### config.mk
export PLATFORM = sky130hd
export DESIGN_NAME = hpc_slot_ctrl
export DESIGN_NICKNAME = d
export VERILOG_FILES = /design/src/logic/hpc_pkg.sv /design/src/logic/hpc_fault_timer.sv /design/src/logic/hpc_slot_ctrl.sv /design/src/logic/hpc_sync.sv
export SDC_FILE = /design/constraint.sdc
export NUM_CORES = 1
export LEC_CHECK = 0
export BUFFER_PORTS_ARGS = -buffer_cell sky130_fd_sc_hd__buf_2
export CAP_MARGIN = 10
export CORE_MARGIN = 5
export CORE_UTILIZATION = 40
export DETAILED_ROUTE_END_ITERATION = 10
export PLACE_DENSITY_LB_ADDON = 0.05
export SKIP_LAST_GASP = 1
export SLEW_MARGIN = 20
export SYNTH_ARGS = -nofsm -noshare
export SYNTH_HDL_FRONTEND = slang
export SYNTH_SLANG_ARGS = --single-unit
export TNS_END_PERCENT = 10
### constraint.sdc
create_clock -name clock_i -period 2.35 [get_ports clock_i]
set_clock_uncertainty 0.15 [all_clocks]
set_input_delay 0.1175 -clock clock_i [delete_from_list [all_inputs] [get_ports clock_i]]
set_output_delay 0.1175 -clock clock_i [all_outputs]
set_load 0.01 [all_outputs]
### src/logic/hpc_pkg.sv
// Purpose: shared constants and carriers for the slot power controller
// Assumes: 50 MHz core clock, 32-bit AXI4-Lite register port
// Notes:   long counts are overridable from the top-level parameters
package hpc_pkg;

  // timing
  localparam int CLOCK_MHZ     = 50;
  localparam int INIT_TIME_US  = 250;
  localparam int INIT_CYCLES   = INIT_TIME_US * CLOCK_MHZ;
  localparam int FAULT_TIME_US = 10000;
  localparam int FAULT_CYCLES  = FAULT_TIME_US * CLOCK_MHZ;
  localparam int CNT_W         = 20;

  // register byte offsets
  localparam logic [31:0] OFS_CONTROL  = 32'h0000_0000;
  localparam logic [31:0] OFS_FUNCTION = 32'h0000_0004;
  localparam logic [31:0] OFS_SLOT_ST  = 32'h0000_0008;
  localparam logic [31:0] OFS_COMMON   = 32'h0000_000c;

  // control register fields
  localparam int CTRL_AUX_ON  = 0;
  localparam int CTRL_MAIN_ON = 1;
  // function register fields
  localparam int FUNC_AUX_HIGH = 0;
  // slot status fields
  localparam int SLOT_FAULT    = 0;
  localparam int SLOT_AUX_F    = 1;
  localparam int SLOT_12V_F    = 2;
  localparam int SLOT_3V_F     = 3;
  localparam int SLOT_POWER_GOOD_INDICATION    = 4;
  localparam int SLOT_PWR_OFF  = 5;
  localparam int SLOT_REG_MODE = 6;
  localparam int SLOT_AUX_EN   = 7;
  localparam int SLOT_MAIN_EN  = 8;
  localparam int SLOT_AUX_HIGH = 9;
  localparam int SLOT_INIT_OK  = 10;
  // common status fields
  localparam int COM_AUX_F = 0;
  localparam int COM_12V_F = 1;
  localparam int COM_3V_F  = 2;
  localparam int COM_UV    = 3;

  // reset values
  localparam logic       RST_REG_MODE  = 1'b0;
  localparam logic [1:0] RST_CONTROL   = 2'h0;
  localparam logic       RST_AUX_HIGH  = 1'b0;

  // bus answers
  localparam logic [1:0] RESP_OKAY   = 2'h0;
  localparam logic [1:0] RESP_SLVERR = 2'h2;

  typedef struct packed {
    logic main_on_pin;
    logic aux_enable_pin;
    logic force_power_on_n;
    logic aux_high_current_select;
  } hpc_pins_t;

  typedef struct packed {
    logic main12_uv;
    logic main33_uv;
    logic main12_oc;
    logic main33_oc;
    logic aux_oc;
    logic fast_oc;
    logic thermal_limit_low;
    logic thermal_limit_high;
    logic slot_output_good;
    logic slot_bled_low;
  } hpc_sense_t;

  typedef enum logic [0:0] {
    HPC_INIT,
    HPC_RUN
  } hpc_state_t;

endpackage

### src/logic/hpc_fault_timer.sv
// Purpose: overcurrent persistence timer for one supply channel
// Assumes: run_i is high only while the channel is on and overloaded
// Notes:   restarts from zero whenever the overload goes away
`timescale 1ns/1ps
module hpc_fault_timer
  import hpc_pkg::*;
(
  input  wire logic             clock_i,
  input  wire logic             reset_n_i,
  input  wire logic             ce_i,
  input  wire logic             run_i,
  input  wire logic [CNT_W-1:0] limit_i,
  output logic                  expired_o
);
  logic [CNT_W-1:0] count;

  always_ff @(posedge clock_i) begin
    if (!reset_n_i) begin
      count     <= '0;
      expired_o <= 1'b0;
    end else if (ce_i) begin
      if (!run_i) begin
        count     <= '0;
        expired_o <= 1'b0;
      end else if (count >= limit_i - 1'b1) begin
        expired_o <= 1'b1;
      end else begin
        count <= count + 1'b1;
      end
    end
  end
endmodule // hpc_fault_timer

### src/logic/hpc_slot_ctrl.sv
// Purpose: power sequencing, fault handling and registers for one slot
// Assumes: analog comparators arrive as async levels in sense_i
// Notes:   reset_n_i stands for the logic-supply power-on reset
//
// Register access over AXI4-Lite and the placing of the registers were chosen for this implementation.
`timescale 1ns/1ps
// Overview of operation
// - supply reset clears registers, outputs off
// - initialization ends within 250 microseconds
// - main off after reset, fault clear
// - aux enable pin is level sensitive
// - force-on drives aux and main on
// - direct pin mode or register mode
// - status readable over bus in direct mode
// - control write in direct mode selects register mode
// - aux limit low default, high selectable
// - function bit changes aux limit anytime
// - high-current pin overrides low request
// - aux off after overcurrent outlasts timer
// - power-good asserts above output undervoltage
// - power-off flag when bled below 100 mV
// - fault on main commanded with undervoltage
// - fault on overcurrent with timer or low thermal
// - immediate fault on fast trip or high thermal
// - direct mode: fault pin and status bit
// - register mode: flags only, pin quiet
// - power-good drops with slot undervoltage
// - faults held until matching enable drops
module hpc_slot_ctrl
  import hpc_pkg::*;
#(
  parameter logic [CNT_W-1:0] INIT_LEN  = CNT_W'(INIT_CYCLES),
  parameter logic [CNT_W-1:0] FAULT_LEN = CNT_W'(FAULT_CYCLES)
) (
  input  wire logic               clock_i,
  input  wire logic               reset_n_i,
  input  wire logic               ce_i,
  // slot pins and comparators, asynchronous
  input  wire hpc_pkg::hpc_pins_t  pins_i,
  input  wire hpc_pkg::hpc_sense_t sense_i,
  // AXI4-Lite slave
  input  wire logic [31:0]        awaddr_i,
  input  wire logic               awvalid_i,
  output logic                    awready_o,
  input  wire logic [31:0]        wdata_i,
  input  wire logic [3:0]         wstrb_i,
  input  wire logic               wvalid_i,
  output logic                    wready_o,
  output logic [1:0]              bresp_o,
  output logic                    bvalid_o,
  input  wire logic               bready_i,
  input  wire logic [31:0]        araddr_i,
  input  wire logic               arvalid_i,
  output logic                    arready_o,
  output logic [31:0]             rdata_o,
  output logic [1:0]              rresp_o,
  output logic                    rvalid_o,
  input  wire logic               rready_i,
  // slot drive
  output logic                    aux_slot_output_o,
  output logic                    main_slot_output_o,
  output logic                    aux_high_current_o,
  output logic                    slot_fault_out_n_o,
  output logic                    slot_fault_out_n_oe_o,
  output logic                    slot_power_good_n_o,
  output logic                    slot_power_good_n_oe_o,
  output logic                    init_done_o
);
  import hpc_pkg::*;
  hpc_pins_t        pins;
  hpc_sense_t       sense;
  hpc_state_t       state;
  logic [CNT_W-1:0] init_cnt;
  logic [1:0]       control;
  logic             init_done, reg_mode, func_aux_high, main_armed;
  logic             aux_fault_flag, fault_twelve_volt_flag;
  logic             fault_three_volt_flag, undervoltage_irq_flag;
  logic             slot_power_off_flag, aux_expired, main_expired;
  logic             aux_cmd, main_cmd, force_on, main_fault, any_fault;
  logic             set_aux, set_12, set_33, set_uv;
  logic             next_aux_on, next_main_on, aw_take, ar_take;
  logic [31:0]      slot_status, common_status, next_rdata;
  logic [1:0]       next_rresp;
  hpc_sync #(.W($bits(hpc_pins_t))) u_sync_pins (
    .clock_i   (clock_i),
    .reset_n_i (reset_n_i),
    .ce_i      (ce_i),
    .d_i       (pins_i),
    .q_o       (pins)
  );
  hpc_sync #(.W($bits(hpc_sense_t))) u_sync_sense (
    .clock_i   (clock_i),
    .reset_n_i (reset_n_i),
    .ce_i      (ce_i),
    .d_i       (sense_i),
    .q_o       (sense)
  );
  // aux channel is never subject to the fast trip
  hpc_fault_timer u_aux_timer (
    .clock_i   (clock_i),
    .reset_n_i (reset_n_i),
    .ce_i      (ce_i),
    .run_i     (aux_slot_output_o & sense.aux_oc),
    .limit_i   (FAULT_LEN),
    .expired_o (aux_expired)
  );
  hpc_fault_timer u_main_timer (
    .clock_i   (clock_i),
    .reset_n_i (reset_n_i),
    .ce_i      (ce_i),
    .run_i     (main_slot_output_o & (sense.main12_oc | sense.main33_oc)),
    .limit_i   (FAULT_LEN),
    .expired_o (main_expired)
  );
  // power-on initialization
  always_ff @(posedge clock_i) begin
    if (!reset_n_i) begin
      state    <= HPC_INIT;
      init_cnt <= '0;
    end else if (ce_i) begin
      case (state)
        HPC_INIT: begin
          if (init_cnt == INIT_LEN - 1'b1) begin
            state <= HPC_RUN;
          end else begin
            init_cnt <= init_cnt + 1'b1;
          end
        end
        HPC_RUN:  state <= HPC_RUN;
        default:  state <= HPC_INIT;
      endcase
    end
  end
  assign init_done   = (state == HPC_RUN);
  assign init_done_o = init_done;
  // a main-on pin already high at reset must be seen low before it counts
  always_ff @(posedge clock_i) begin
    if (!reset_n_i) begin
      main_armed <= 1'b0;
    end else if (ce_i && init_done && !pins.main_on_pin) begin
      main_armed <= 1'b1;
    end
  end
  // command sources
  always_comb begin
    force_on = !pins.force_power_on_n;
    if (reg_mode) begin
      aux_cmd  = control[CTRL_AUX_ON];
      main_cmd = control[CTRL_MAIN_ON];
    end else begin
      aux_cmd  = pins.aux_enable_pin;
      main_cmd = pins.main_on_pin & main_armed;
    end
  end
  // fault causes
  always_comb begin
    set_uv  = main_cmd & (sense.main12_uv | sense.main33_uv);
    set_aux = (sense.aux_oc & (aux_expired | sense.thermal_limit_low))
              | sense.thermal_limit_high;
    set_12  = (main_cmd & sense.main12_uv)
              | (sense.main12_oc & (main_expired | sense.thermal_limit_low))
              | sense.fast_oc | sense.thermal_limit_high;
    set_33  = (main_cmd & sense.main33_uv)
              | (sense.main33_oc & (main_expired | sense.thermal_limit_low))
              | sense.fast_oc | sense.thermal_limit_high;
  end
  // sticky flags: a new cause wins over the clear from a dropped enable
  always_ff @(posedge clock_i) begin
    if (!reset_n_i) begin
      aux_fault_flag         <= 1'b0;
      fault_twelve_volt_flag <= 1'b0;
      fault_three_volt_flag  <= 1'b0;
      undervoltage_irq_flag  <= 1'b0;
    end else if (ce_i && init_done) begin
      aux_fault_flag         <= set_aux | (aux_fault_flag & aux_cmd);
      fault_twelve_volt_flag <= set_12
                                | (fault_twelve_volt_flag & main_cmd);
      fault_three_volt_flag  <= set_33
                                | (fault_three_volt_flag & main_cmd);
      undervoltage_irq_flag  <= set_uv
                                | (undervoltage_irq_flag & main_cmd);
    end
  end
  assign main_fault = fault_twelve_volt_flag | fault_three_volt_flag
                      | undervoltage_irq_flag;
  assign any_fault  = aux_fault_flag | main_fault;
  // switch decisions; force-on overrides faults but not the high thermal
  always_comb begin
    next_aux_on  = init_done & !sense.thermal_limit_high
                   & (force_on | (aux_cmd & !aux_fault_flag & !set_aux));
    next_main_on = init_done & !sense.thermal_limit_high
                   & (force_on | (main_cmd & !main_fault
                                  & !set_12 & !set_33 & !set_uv));
  end

  always_ff @(posedge clock_i) begin
    if (!reset_n_i) begin
      aux_slot_output_o  <= 1'b0;
      main_slot_output_o <= 1'b0;
      aux_high_current_o <= 1'b0;
    end else if (ce_i) begin
      aux_slot_output_o  <= next_aux_on;
      main_slot_output_o <= next_main_on;
      aux_high_current_o <= pins.aux_high_current_select
                            | func_aux_high;
    end
  end
  // open-drain indications, driven low when active
  always_ff @(posedge clock_i) begin
    if (!reset_n_i) begin
      slot_fault_out_n_oe_o  <= 1'b0;
      slot_power_good_n_oe_o <= 1'b0;
      slot_power_off_flag    <= 1'b0;
    end else if (ce_i) begin
      slot_fault_out_n_oe_o  <= init_done & !reg_mode & any_fault;
      slot_power_good_n_oe_o <= main_slot_output_o
                                & sense.slot_output_good;
      slot_power_off_flag    <= init_done & !main_slot_output_o
                                & sense.slot_bled_low;
    end
  end
  assign slot_fault_out_n_o  = 1'b0;
  assign slot_power_good_n_o = 1'b0;
  // register writes
  assign aw_take   = ce_i & awvalid_i & wvalid_i & !bvalid_o;
  assign awready_o = aw_take;
  assign wready_o  = aw_take;

  always_ff @(posedge clock_i) begin
    if (!reset_n_i) begin
      reg_mode      <= RST_REG_MODE;
      control       <= RST_CONTROL;
      func_aux_high <= RST_AUX_HIGH;
    end else if (aw_take) begin
      if (awaddr_i == OFS_CONTROL) begin
        reg_mode <= 1'b1;
        if (wstrb_i[0]) begin
          control <= wdata_i[CTRL_MAIN_ON:CTRL_AUX_ON];
        end
      end
      if (awaddr_i == OFS_FUNCTION && wstrb_i[0]) begin
        func_aux_high <= wdata_i[FUNC_AUX_HIGH];
      end
    end
  end

  always_ff @(posedge clock_i) begin
    if (!reset_n_i) begin
      bvalid_o <= 1'b0;
      bresp_o  <= RESP_OKAY;
    end else if (ce_i) begin
      if (aw_take) begin
        bvalid_o <= 1'b1;
        bresp_o  <= (awaddr_i == OFS_CONTROL || awaddr_i == OFS_FUNCTION)
                    ? RESP_OKAY : RESP_SLVERR;
      end else if (bready_i) begin
        bvalid_o <= 1'b0;
      end
    end
  end
  // status words; fault bit only reflects direct mode
  always_comb begin
    slot_status                = '0;
    slot_status[SLOT_FAULT]    = !reg_mode & any_fault;
    slot_status[SLOT_AUX_F]    = aux_fault_flag;
    slot_status[SLOT_12V_F]    = fault_twelve_volt_flag;
    slot_status[SLOT_3V_F]     = fault_three_volt_flag;
    slot_status[SLOT_POWER_GOOD_INDICATION]    = slot_power_good_n_oe_o;
    slot_status[SLOT_PWR_OFF]  = slot_power_off_flag;
    slot_status[SLOT_REG_MODE] = reg_mode;
    slot_status[SLOT_AUX_EN]   = aux_slot_output_o;
    slot_status[SLOT_MAIN_EN]  = main_slot_output_o;
    slot_status[SLOT_AUX_HIGH] = aux_high_current_o;
    slot_status[SLOT_INIT_OK]  = init_done;
    common_status              = '0;
    common_status[COM_AUX_F]   = aux_fault_flag;
    common_status[COM_12V_F]   = fault_twelve_volt_flag;
    common_status[COM_3V_F]    = fault_three_volt_flag;
    common_status[COM_UV]      = undervoltage_irq_flag;
  end
  // register reads stay open in both modes
  always_comb begin
    next_rresp = RESP_OKAY;
    case (araddr_i)
      OFS_CONTROL:  next_rdata = {30'h0, control};
      OFS_FUNCTION: next_rdata = {31'h0, func_aux_high};
      OFS_SLOT_ST:  next_rdata = slot_status;
      OFS_COMMON:   next_rdata = common_status;
      default: begin
        next_rdata = 32'h0;
        next_rresp = RESP_SLVERR;
      end
    endcase
  end

  assign ar_take   = ce_i & arvalid_i & !rvalid_o;
  assign arready_o = ce_i & !rvalid_o;

  always_ff @(posedge clock_i) begin
    if (!reset_n_i) begin
      rvalid_o <= 1'b0;
      rdata_o  <= 32'h0;
      rresp_o  <= RESP_OKAY;
    end else if (ce_i) begin
      if (ar_take) begin
        rvalid_o <= 1'b1;
        rdata_o  <= next_rdata;
        rresp_o  <= next_rresp;
      end else if (rready_i) begin
        rvalid_o <= 1'b0;
      end
    end
  end
endmodule // hpc_slot_ctrl

### src/logic/hpc_sync.sv
// Purpose: two-stage synchroniser for a bundle of asynchronous levels
// Assumes: each bit is an independent level, no multi-bit coherence
// Notes:   the first stage feeds only the second stage
`timescale 1ns/1ps
module hpc_sync #(
  parameter int W = 1
) (
  input  wire logic         clock_i,
  input  wire logic         reset_n_i,
  input  wire logic         ce_i,
  input  wire logic [W-1:0] d_i,
  output logic      [W-1:0] q_o
);
  logic [W-1:0] meta;

  always_ff @(posedge clock_i) begin
    if (!reset_n_i) begin
      meta <= '0;
      q_o  <= '0;
    end else if (ce_i) begin
      meta <= d_i;
      q_o  <= meta;
    end
  end
endmodule // hpc_sync

[After elaboration in Yosys (flattened, before gate mapping)]
Cells that the tools add are included.
Word-level totals
  output and inout port bits: 49
  memories kept: 0
  bits in registers: 144
  memory bits (read-only): 0
  input port bits: 122
  bits in latches: 0
  bits in writable memories: 0
Cells by class
  bitwise logic cells: 57
  shift operators: 0
  multipliers: 0
  eq/ne operators: 9
  muxes and demuxes: 19
  $lt $le $gt $ge: 2
  add/subtract/negate cells: 3
  reductions and logical operators: 34
  divide/modulo/power cells: 0
Operators by type and width (number)
  $mux 20: 4
  $eq 32x3->1 const B: 2
  $eq 32x4->1 const B: 2
  $logic_not 32->1: 2
  $add 20x1->20 const B: 3
  $pmux 11 s4: 1
  $ge 20x19->1 const B: 2
  $and 1x1->1: 34
  $or 1x1->1: 21
  $eq 20x14->1 const B: 1
  $reduce_and 2->1: 10
  $logic_not 1->1: 13
  $mux 1: 11
  $ne 2x2->1 const B: 4
  $reduce_and 3->1: 2
  $mux 2: 2
  $reduce_bool 2->1: 2
  $reduce_or 4->1: 1
  $logic_and 1x1->1: 3
  $not 1->1: 2
  $pmux 1 s2: 1
  $logic_or 1x1->1: 1

[Logic depth before layout (Yosys ltp)]
Gate-level depths: netlist of run 1.
  depth in word-level cells: 12
  gate-level depth with buffers: 8

[Hierarchy]
Synthesis of run 1 repeated with hierarchy kept, for this count alone.
Unflattened totals
  cell total of the unflattened synthesis: 928
  area total of the unflattened synthesis: 7840.0 µm²
Modules (own cells, without submodules)
  hpc_slot_ctrl: seq. area each 1021.0 µm², area an instance 2756.4 µm², instances 1, cells each 339
  hpc_fault_timer (u_aux_timer): seq. area each 420.4 µm², area an instance 2014.4 µm², instances 1, cells each 247
  hpc_fault_timer (u_main_timer): seq. area each 420.4 µm², area an instance 2011.9 µm², instances 1, cells each 253
  hpc_sync (u_sync_sense): seq. area each 400.4 µm², area an instance 755.7 µm², instances 1, cells each 64
  hpc_sync (u_sync_pins): seq. area each 160.2 µm², area an instance 301.5 µm², instances 1, cells each 25

[Worst setup path after synthesis of run 1]
No wires, ideal clock.
  kind: register to register
  start: register u_main_timer.count[0]
  end: register u_main_timer.count[2]
  clock period less this slack: 2052 ps
  arrival time: 1827 ps
  required time: 2126 ps
  setup slack: 298 ps
  stages on the path, launching flop included: 7
  buffers on the path: 0
  cells stage by stage: dfxtp_1 -> ha_1 -> and4_1 -> o2111ai_2 -> a31oi_2 -> or4_1 -> a31oi_1
Between the ends
  longest elaborated chain between the ends: 3
  elaborated cells between the ends (all ways): 6
  those cells by class: 1 x add/sub; 1 x order compare; 1 x eq/ne; 2 x mux; 1 x reduce/logical
Ends and longest elaborated chain
  from (decl): RTL line hpc_fault_timer.sv:15  | logic [CNT_W-1:0] count;
  from (signal assigned): RTL line hpc_fault_timer.sv:28  | count <= count + 1'b1;
  $add 20x1->20 / $ge 20x19->1 (equally long branches): RTL line hpc_fault_timer.sv:28, hpc_fault_timer.sv:25
  $mux 20 / $ne 2x2->1 (equally long branches)
  $mux 20 / $reduce_and 2->1 (equally long branches)
Parallel ways exist; a longest one is shown, timed or not. The select of a mux whose other input is x is not followed.
A chain may end at the register's enable or synchronous reset.

[Worst setup path in the final report of run 1]
Same ends and word-level chain as after synthesis.

==> flow_summary.ini, run 1 <==
[clock_network]
clock_latency_ns = 0.41
tritoncts = done
clkSlewWorstSetupHoldPaths_ns = 0.06
cts_sinks = 121
cts-root-buf = clkbuf_16
clockBufferDepth = 2
ctsHtreeMaxLevel = 4
cts_buffers = 17

[sta]
rsz0062_at_grt = true
clock.fmax_ghz = 0.434
finalCriticalPeriod_ns = 2.30
worst_pin_slew_ns = 0.685
finalMaxSlewViolations = 0
holdWs_ns = 0.0175
relSlewSlack_pct = 54.3
fin_crit_sh_pct = 97.9
setup_ws_ns = 0.0483
hold_viol = 0
finalSetupViolCount = 0

[worst_setup_path]
r2r-start = u_main_timer.count[0]
path_max_fanout = 9
path_buf_inv = 0
reg2reg_depth = 6
regToRegSetupSlack_ns = 0.05
r2r_end = u_main_timer.count[2]
cp.required_ns = 2.54
crit_family = simple AND/OR/NAND/NOR gates
start_kind = flip-flop
slowest_stage = or4_1
crit_chain = ha_1 > and4_1 > o2111ai_2 > a31oi_2 > or4_1 > a31oi_1
arrival_ns = 2.49
critPathCaptureType = flip-flop
crit_type = flip-flop to flip-flop
cp_slowest_stage_delay_ns = 0.53

[final_layout]
final_nets = 974
area_growth_pct = 28.5
instances_no_fill = 1046
multi_input_area_mm2 = 0.00319
layout_common_cells = 121 x dfxtp_1, 112 x buf_2, 83 x nor2_1, 61 x nand2_1, 55 x a21oi_1
post-route-util_pct = 52.1
diodes = 0
fill_cells = 1368
final_common_cell = dfxtp_1
seq_area_mm2 = 0.00242
drive_above_1_share_pct = 21.7

[global_route]
antenna_found_initial = 0
grtUsageTotal_pct = 17.6
first_global_vias = 5520
grt_max_degree = 80
grt_pass1_wl_mm = 25.9
grt_overflow = 0

[synthesis]
netlist_instances = 694
syn_avg_cell_area_um2 = 8.46
syn_area_mm2 = 0.00587
ys_seq_area_share_pct = 41.3
yosysTopAreaCell = dfxtp_1
async_reset_ff_share_pct = 0
ys.flop_type = dfxtp_1
synth_edf_count = 0
synth_top_cell_area_share_pct = 41.3
ys.warnings.count = 0
synthDistinctLibCells = 62
ys_ff_latch = 121
synthTopCellsByArea = dfxtp_1 41%, mux2i_1 6.5%, nor2_1 5.3%

[die]
fp.dieW_um = 131
ioPinCount = 171
initial_core_util_pct = 40.5
core_region_area_mm2 = 0.0145
die_area_mm2 = 0.0172
core.rowCount = 44
die_y_um = 131

[worst_hold_path]
holdPathEnd = rresp_o[1]
min_path_type = primary input to flip-flop
hold_path_depth = 5
min_from = araddr_i[23]

[placed_design]
dp.cells = 978
io_buffer_count = 112
dp_slack_ns = 0.0868
dp_hpwl_mm = 10.5
gp_congestion = 0.816

[power_and_ir_drop]
total_power_mw = 4.92
power_density_mw_per_mm2 = 652
irDropWorstVdd_uv = 501
p_leak_nw = 2.96

[detailed_routing]
via_per_inst = 5.28
dr.pass1.iters = 5
drt_wl_total_mm = 15.1
ant_nets = 0
wl_per_cell_um = 14.4
drcViolationCount = 0
vias = 5521
initialDrtViolationCount = 332

[job]
max-cap-violations = 0

[outcome]
status = finished, final reports clean
[metrics by stage]
| step | area (um^2) | setup TNS [ns] |
|---|---|---|
| floorplan | 5960 | 0 |
| global placement | 6600 | 0 |
| detailed placement | 6600 | 0 |
| CTS | 7540 | 0 |
| global route | 7540 | -0.306 |
| finish | 7540 | 0 |
[worst max-delay path by stage]
| stage | from | end | slack, ns | cells past startpoint |
|---|---|---|---|---|
| floorplan | u_main_timer.count[0] | u_main_timer.count[2] | 0.30 | 6 |
| global placement | u_main_timer.count[0] | u_main_timer.count[2] | 0.17 | 6 |
| detailed placement | u_main_timer.count[0] | u_main_timer.count[2] | 0.09 | 6 |
| CTS | u_main_timer.count[0] | u_main_timer.count[2] | 0.05 | 6 |
| global route | u_main_timer.count[0] | u_main_timer.count[2] | -0.11 | 6 |
| finish | u_main_timer.count[0] | u_main_timer.count[2] | 0.05 | 6 |
[what timing repair did]
item                                   4_1_cts  5_1_grt
gates resized for setup                      0        1
hold buffers                                36        0
buffers inserted                             0        0
endpoints found under the hold margin       30        0
setup endpoints to repair                    0       13
[logic make-up (layout without fill, tap and decap cells)]
logic type                 after synthesis  after routing  synth area share (%)
and+or+nand+nor                        291            291                  25.1
muxes                                   42             42                  7.44
xor gates and xnor gates                 7              7                  1.04
adders and majority gates                3              3                 0.639
DFF                                    121            121                  41.3
other                                    1             25                0.0639
buffers and inverters                   67            211                  6.05
AOI/OAI and AO/OA                      162            162                  18.4
[cells in the mapped netlist, drive strengths merged, types with 5 or more instances]
library cell,number
a31oi,5
nand2b,11
a21oi,55
buf,36
a2111o,6
dfxtp,121
xor2,5
clkbuf,21
or3,24
nand4,16
nand2,61
and3,6
o31ai,8
a22oi,12
mux2i,38
nor3,9
o2111ai,5
nor2,83
nand3,28
inv,10
o21ai,38
nor4,23
or4,10
[layout make-up]
cell class / instances / area share [%]
well taps: 184 / 3.05
multi-input cells: 530 / 42.3
repair buffers: 169 / 14.5
inverters: 10 / 0.498
clock inverters: 13 / 1.61
flip-flops and latches: 121 / 32.1
clock buffers: 19 / 6.00
[power breakdown]
part,total (mW),switching [mW],internal (mW)
clock,2.49,0.973,1.52
combinational,0.323,0.172,0.151
sequential,2.10,0.0198,2.08
total,4.92,1.17,3.75
[layer usage]
| metal | wire [um] | global-route usage [%] | share of wire, % | vias up |
|---|---|---|---|---|
| li1 | - | - | - | 2816 |
| met4 | 183 | 5.37 | 1.2 | 0 |
| met5 | 0 | 0 | 0 | - |
| met1 | 7040 | 22.0 | 47 | 2610 |
| met2 | 7370 | 30.0 | 49 | 80 |
| met3 | 488 | 4.59 | 3.2 | 15 |
[flip-flops by register name, summed over array words and instances, names as in the netlist, 2 cells and up]
register	count
u_main_timer.count	20
control	2
u_aux_timer.count	20
u_sync_pins.q_o	4
u_sync_sense.q_o	10
u_sync_pins.meta	4
init_cnt	20
rdata_o	11
u_sync_sense.meta	10
[worst reg2reg max path, stage by stage (launching register included)]
cell and delay [ns]:
dfxtp_1 0.34, ha_1 0.26, and4_1 0.26, o2111ai_2 0.27
a31oi_2 0.23, or4_1 0.53, a31oi_1 0.18
No activity file was read; power rests on OpenSTA's default activity.
==> run 2, diff against run 1 <==
--- a/config.mk
+++ b/config.mk
@@ -15,5 +15,6 @@
 export SLEW_MARGIN = 20
 export SYNTH_ARGS = -nofsm -noshare
 export SYNTH_HDL_FRONTEND = slang
+export SYNTH_HIERARCHICAL = 1
 export SYNTH_SLANG_ARGS = --single-unit
 export TNS_END_PERCENT = 10
==> run 2 against run 1 <==
Effect of this change:
- the flow now finishes with violations (negative setup slack)
- final area rose by 41%
- critical endpoint is now u_main_timer/count[11]
- flip-flop and latch count unchanged
- worst hold slack worse by 0.0045 ns
- non-clock buffer count rose by 58
==> flow_summary.ini, run 2 <==
[synthesis]
synth_top_family_by_area = simple AND/OR/NAND/NOR gates
synth-compound-area-share_pct = 13.7
synth_fa_ha_area_share_pct = 7.18
yosys.area_share.simple_pct = 30.8
synth_top_cell_area_share_pct = 30.9
async_reset_ff_share_pct = 0
netlist_instances = 928
yosys-top-cells-count = 121 x dfxtp_1, 92 x nand2_1, 68 x nor2_1
ys_seq_area_share_pct = 30.9
syn_avg_cell_area_um2 = 8.45
ys_ff_latch = 121
syn_area_mm2 = 0.00784
synthDistinctLibCells = 79
yosysTopAreaCell = dfxtp_1
synth_mux_area_share_pct = 5.36
ys.warnings.count = 6
synth-xor-area-share_pct = 6.03
synth_edf_count = 0
synth.most_common_cell = dfxtp_1
ys.flop_type = dfxtp_1
synthTopCellsByArea = dfxtp_1 31%, ha_1 7.2%, mux2i_1 5.4%

[detailed_routing]
via_per_inst = 4.83
dr.pass1.iters = 6
drt_wl_total_mm = 20.7
drcViolationCount = 0
initialDrtViolationCount = 370
vias = 7467
ant_nets = 0
wl_per_cell_um = 13.4

[final_layout]
area_growth_pct = 35.2
layout_common_cells = 155 x conb_1, 114 x dfxtp_1, 112 x buf_2, 90 x nand2_1, 86 x buf_4
post-route-util_pct = 54.7
final_common_cell = conb_1
reg_top3 = init_cnt: 20 flops, u_aux_timer/count: 20 flops, u_main_timer/count: 20 flops
final_nets = 1433
instances_no_fill = 1545
drive_above_1_share_pct = 23.4
multi_input_area_mm2 = 0.00568
seq_area_mm2 = 0.00243
fill_cells = 1926

[worst_setup_path]
crit_start = u_main_timer/count[10]
r2r-start = u_main_timer/count[10]
cp_slowest_stage_delay_ns = 0.55
path_buf_inv = 1
critPathCaptureType = flip-flop
regToRegSetupSlack_ns = -0.08
arrival_ns = 2.63
crit_type = flip-flop to flip-flop
slowest_stage = or4_4
crit_family = compound AO/OA/AOI/OAI gates
cp.required_ns = 2.54
r2r_end = u_main_timer/count[11]
path_max_fanout = 6
start_kind = flip-flop
reg2reg_depth = 8
cp.depth = 8
crit_chain = ha_4 > and2_4 > a221o_1 > a22oi_4 > buf_6 > o2111ai_4 > or4_4 > a21oi_2
setup.worst_path.end = u_main_timer/count[11]

[die]
die_area_mm2 = 0.0225
die_y_um = 150
fp.dieW_um = 150
initial_core_util_pct = 40.4
core.rowCount = 51
ioPinCount = 171
core_region_area_mm2 = 0.0194

[sta]
fin_crit_sh_pct = 104
clock.fmax_ghz = 0.411
relSlewSlack_pct = 47.1
setup_ws_ns = -0.0827
finalSetupViolCount = 13
rsz0062_at_grt = true
finalCriticalPeriod_ns = 2.43
worst_pin_slew_ns = 0.793
finalMaxSlewViolations = 0
hold_viol = 0

[power_and_ir_drop]
power_density_mw_per_mm2 = 490
total_power_mw = 5.20
p_leak_nw = 4.50
irDropWorstVdd_uv = 454

[placed_design]
dp_hpwl_mm = 15.8
gp_congestion = 0.786
io_buffer_count = 112
dp.cells = 1481
dp_slack_ns = -0.150

[global_route]
first_global_vias = 6845
grtUsageTotal_pct = 18.0
grt_max_degree = 55
antenna_found_initial = 1
grt_pass1_wl_mm = 33.1
grt_overflow = 0

[clock_network]
cts-root-buf = clkbuf_16
tritoncts = done
cts_sinks = 121
ctsHtreeMaxLevel = 4
clockBufferDepth = 2
clock_latency_ns = 0.42
clkSlewWorstSetupHoldPaths_ns = 0.06
cts_buffers = 17

[outcome]
violations = negative setup slack
status = finished, violations left

[job]
max-cap-violations = 0

[worst_hold_path]
min_path_type = primary input to flip-flop
## run 2: worst min path at each step
stage	startpoint	endpoint	slack, ns	cells past startpoint
2_1_floorplan	reset_n_i	u_sync_pins/meta[0]	0.1	1
3_3_place_gp	sense_i[1]	u_sync_sense/meta[1]	0.22	3
3_5_place_dp	sense_i[1]	u_sync_sense/meta[1]	0.23	3
4_1_cts	awaddr_i[20]	bresp_o[1]	0.002	5
5_1_grt	araddr_i[13]	rdata_o[0]	0.04	5
6_report	awaddr_i[20]	bresp_o[1]	0.01	5
## run 2: what timing repair did
item                                    4_1_cts  5_1_grt
setup buffers                                 2        2
endpoints found under the hold margin        25        0
pin swaps                                     7       17
hold buffers                                 25        0
gates resized for setup                      11       26
cloned                                        1        1
endpoints found under the setup margin       22       39
## run 2: logic make-up (layout without fill, tap and decap cells)
group,after synthesis,count (layout)
AND/OR/NAND/NOR,426,426
AO/OA/AOI/OAI,155,156
flip-flops,121,121
buffers and inverters,83,280
XOR/XNOR,54,54
adder cells (fa/ha/maj),45,45
multiplexers,42,42
other,2,156
## run 2: report_power, final
part           total (mW)  leakage (nW)  switching (mW)  internal [mW]
Clock                2.59         0.281            1.09           1.50
Sequential           2.11         0.983          0.0225           2.08
Combinational       0.497          3.23           0.272          0.225
## run 2: metal layers
metal | up-vias | GRT usage, % | wire, um
li1 | 3914 | - | -
met1 | 3383 | 23.1 | 9560
met2 | 156 | 30.9 | 9920
met3 | 14 | 3.69 | 1100
met4 | 0 | 4.57 | 154
met5 | - | 0 | 0
## run 2: per-stage QoR
step | hold slack, ns | instance area, um^2 | TNS, ns
6_report | 0.0130 | 10600 | -0.712
5_1_grt | 0.0429 | 10600 | -3.02
4_1_cts | 0.00230 | 10500 | -1.09
3_5_place_dp | 0.233 | 9570 | -1.64
3_3_place_gp | 0.224 | 9570 | -1.46
2_1_floorplan | 0.0957 | 8410 | -0.358
## run 2: worst reg2reg max path, stage by stage, from the launching register on
cell	delay [ns]
dfxtp_2	0.35
ha_4	0.19
and2_4	0.15
a221o_1	0.34
a22oi_4	0.25
buf_6	0.13
o2111ai_4	0.12
or4_4	0.55
a21oi_2	0.13
## run 2: area by class of cell
type | instances | area share [%]
diodes | 1 | 0.0236
clock buffers | 17 | 4.01
clock inverters | 15 | 1.46
inverters | 21 | 0.744
multi-input cells | 878 | 53.5
flip-flops and latches | 121 | 22.9
well taps | 265 | 3.13
repair buffers | 227 | 14.2
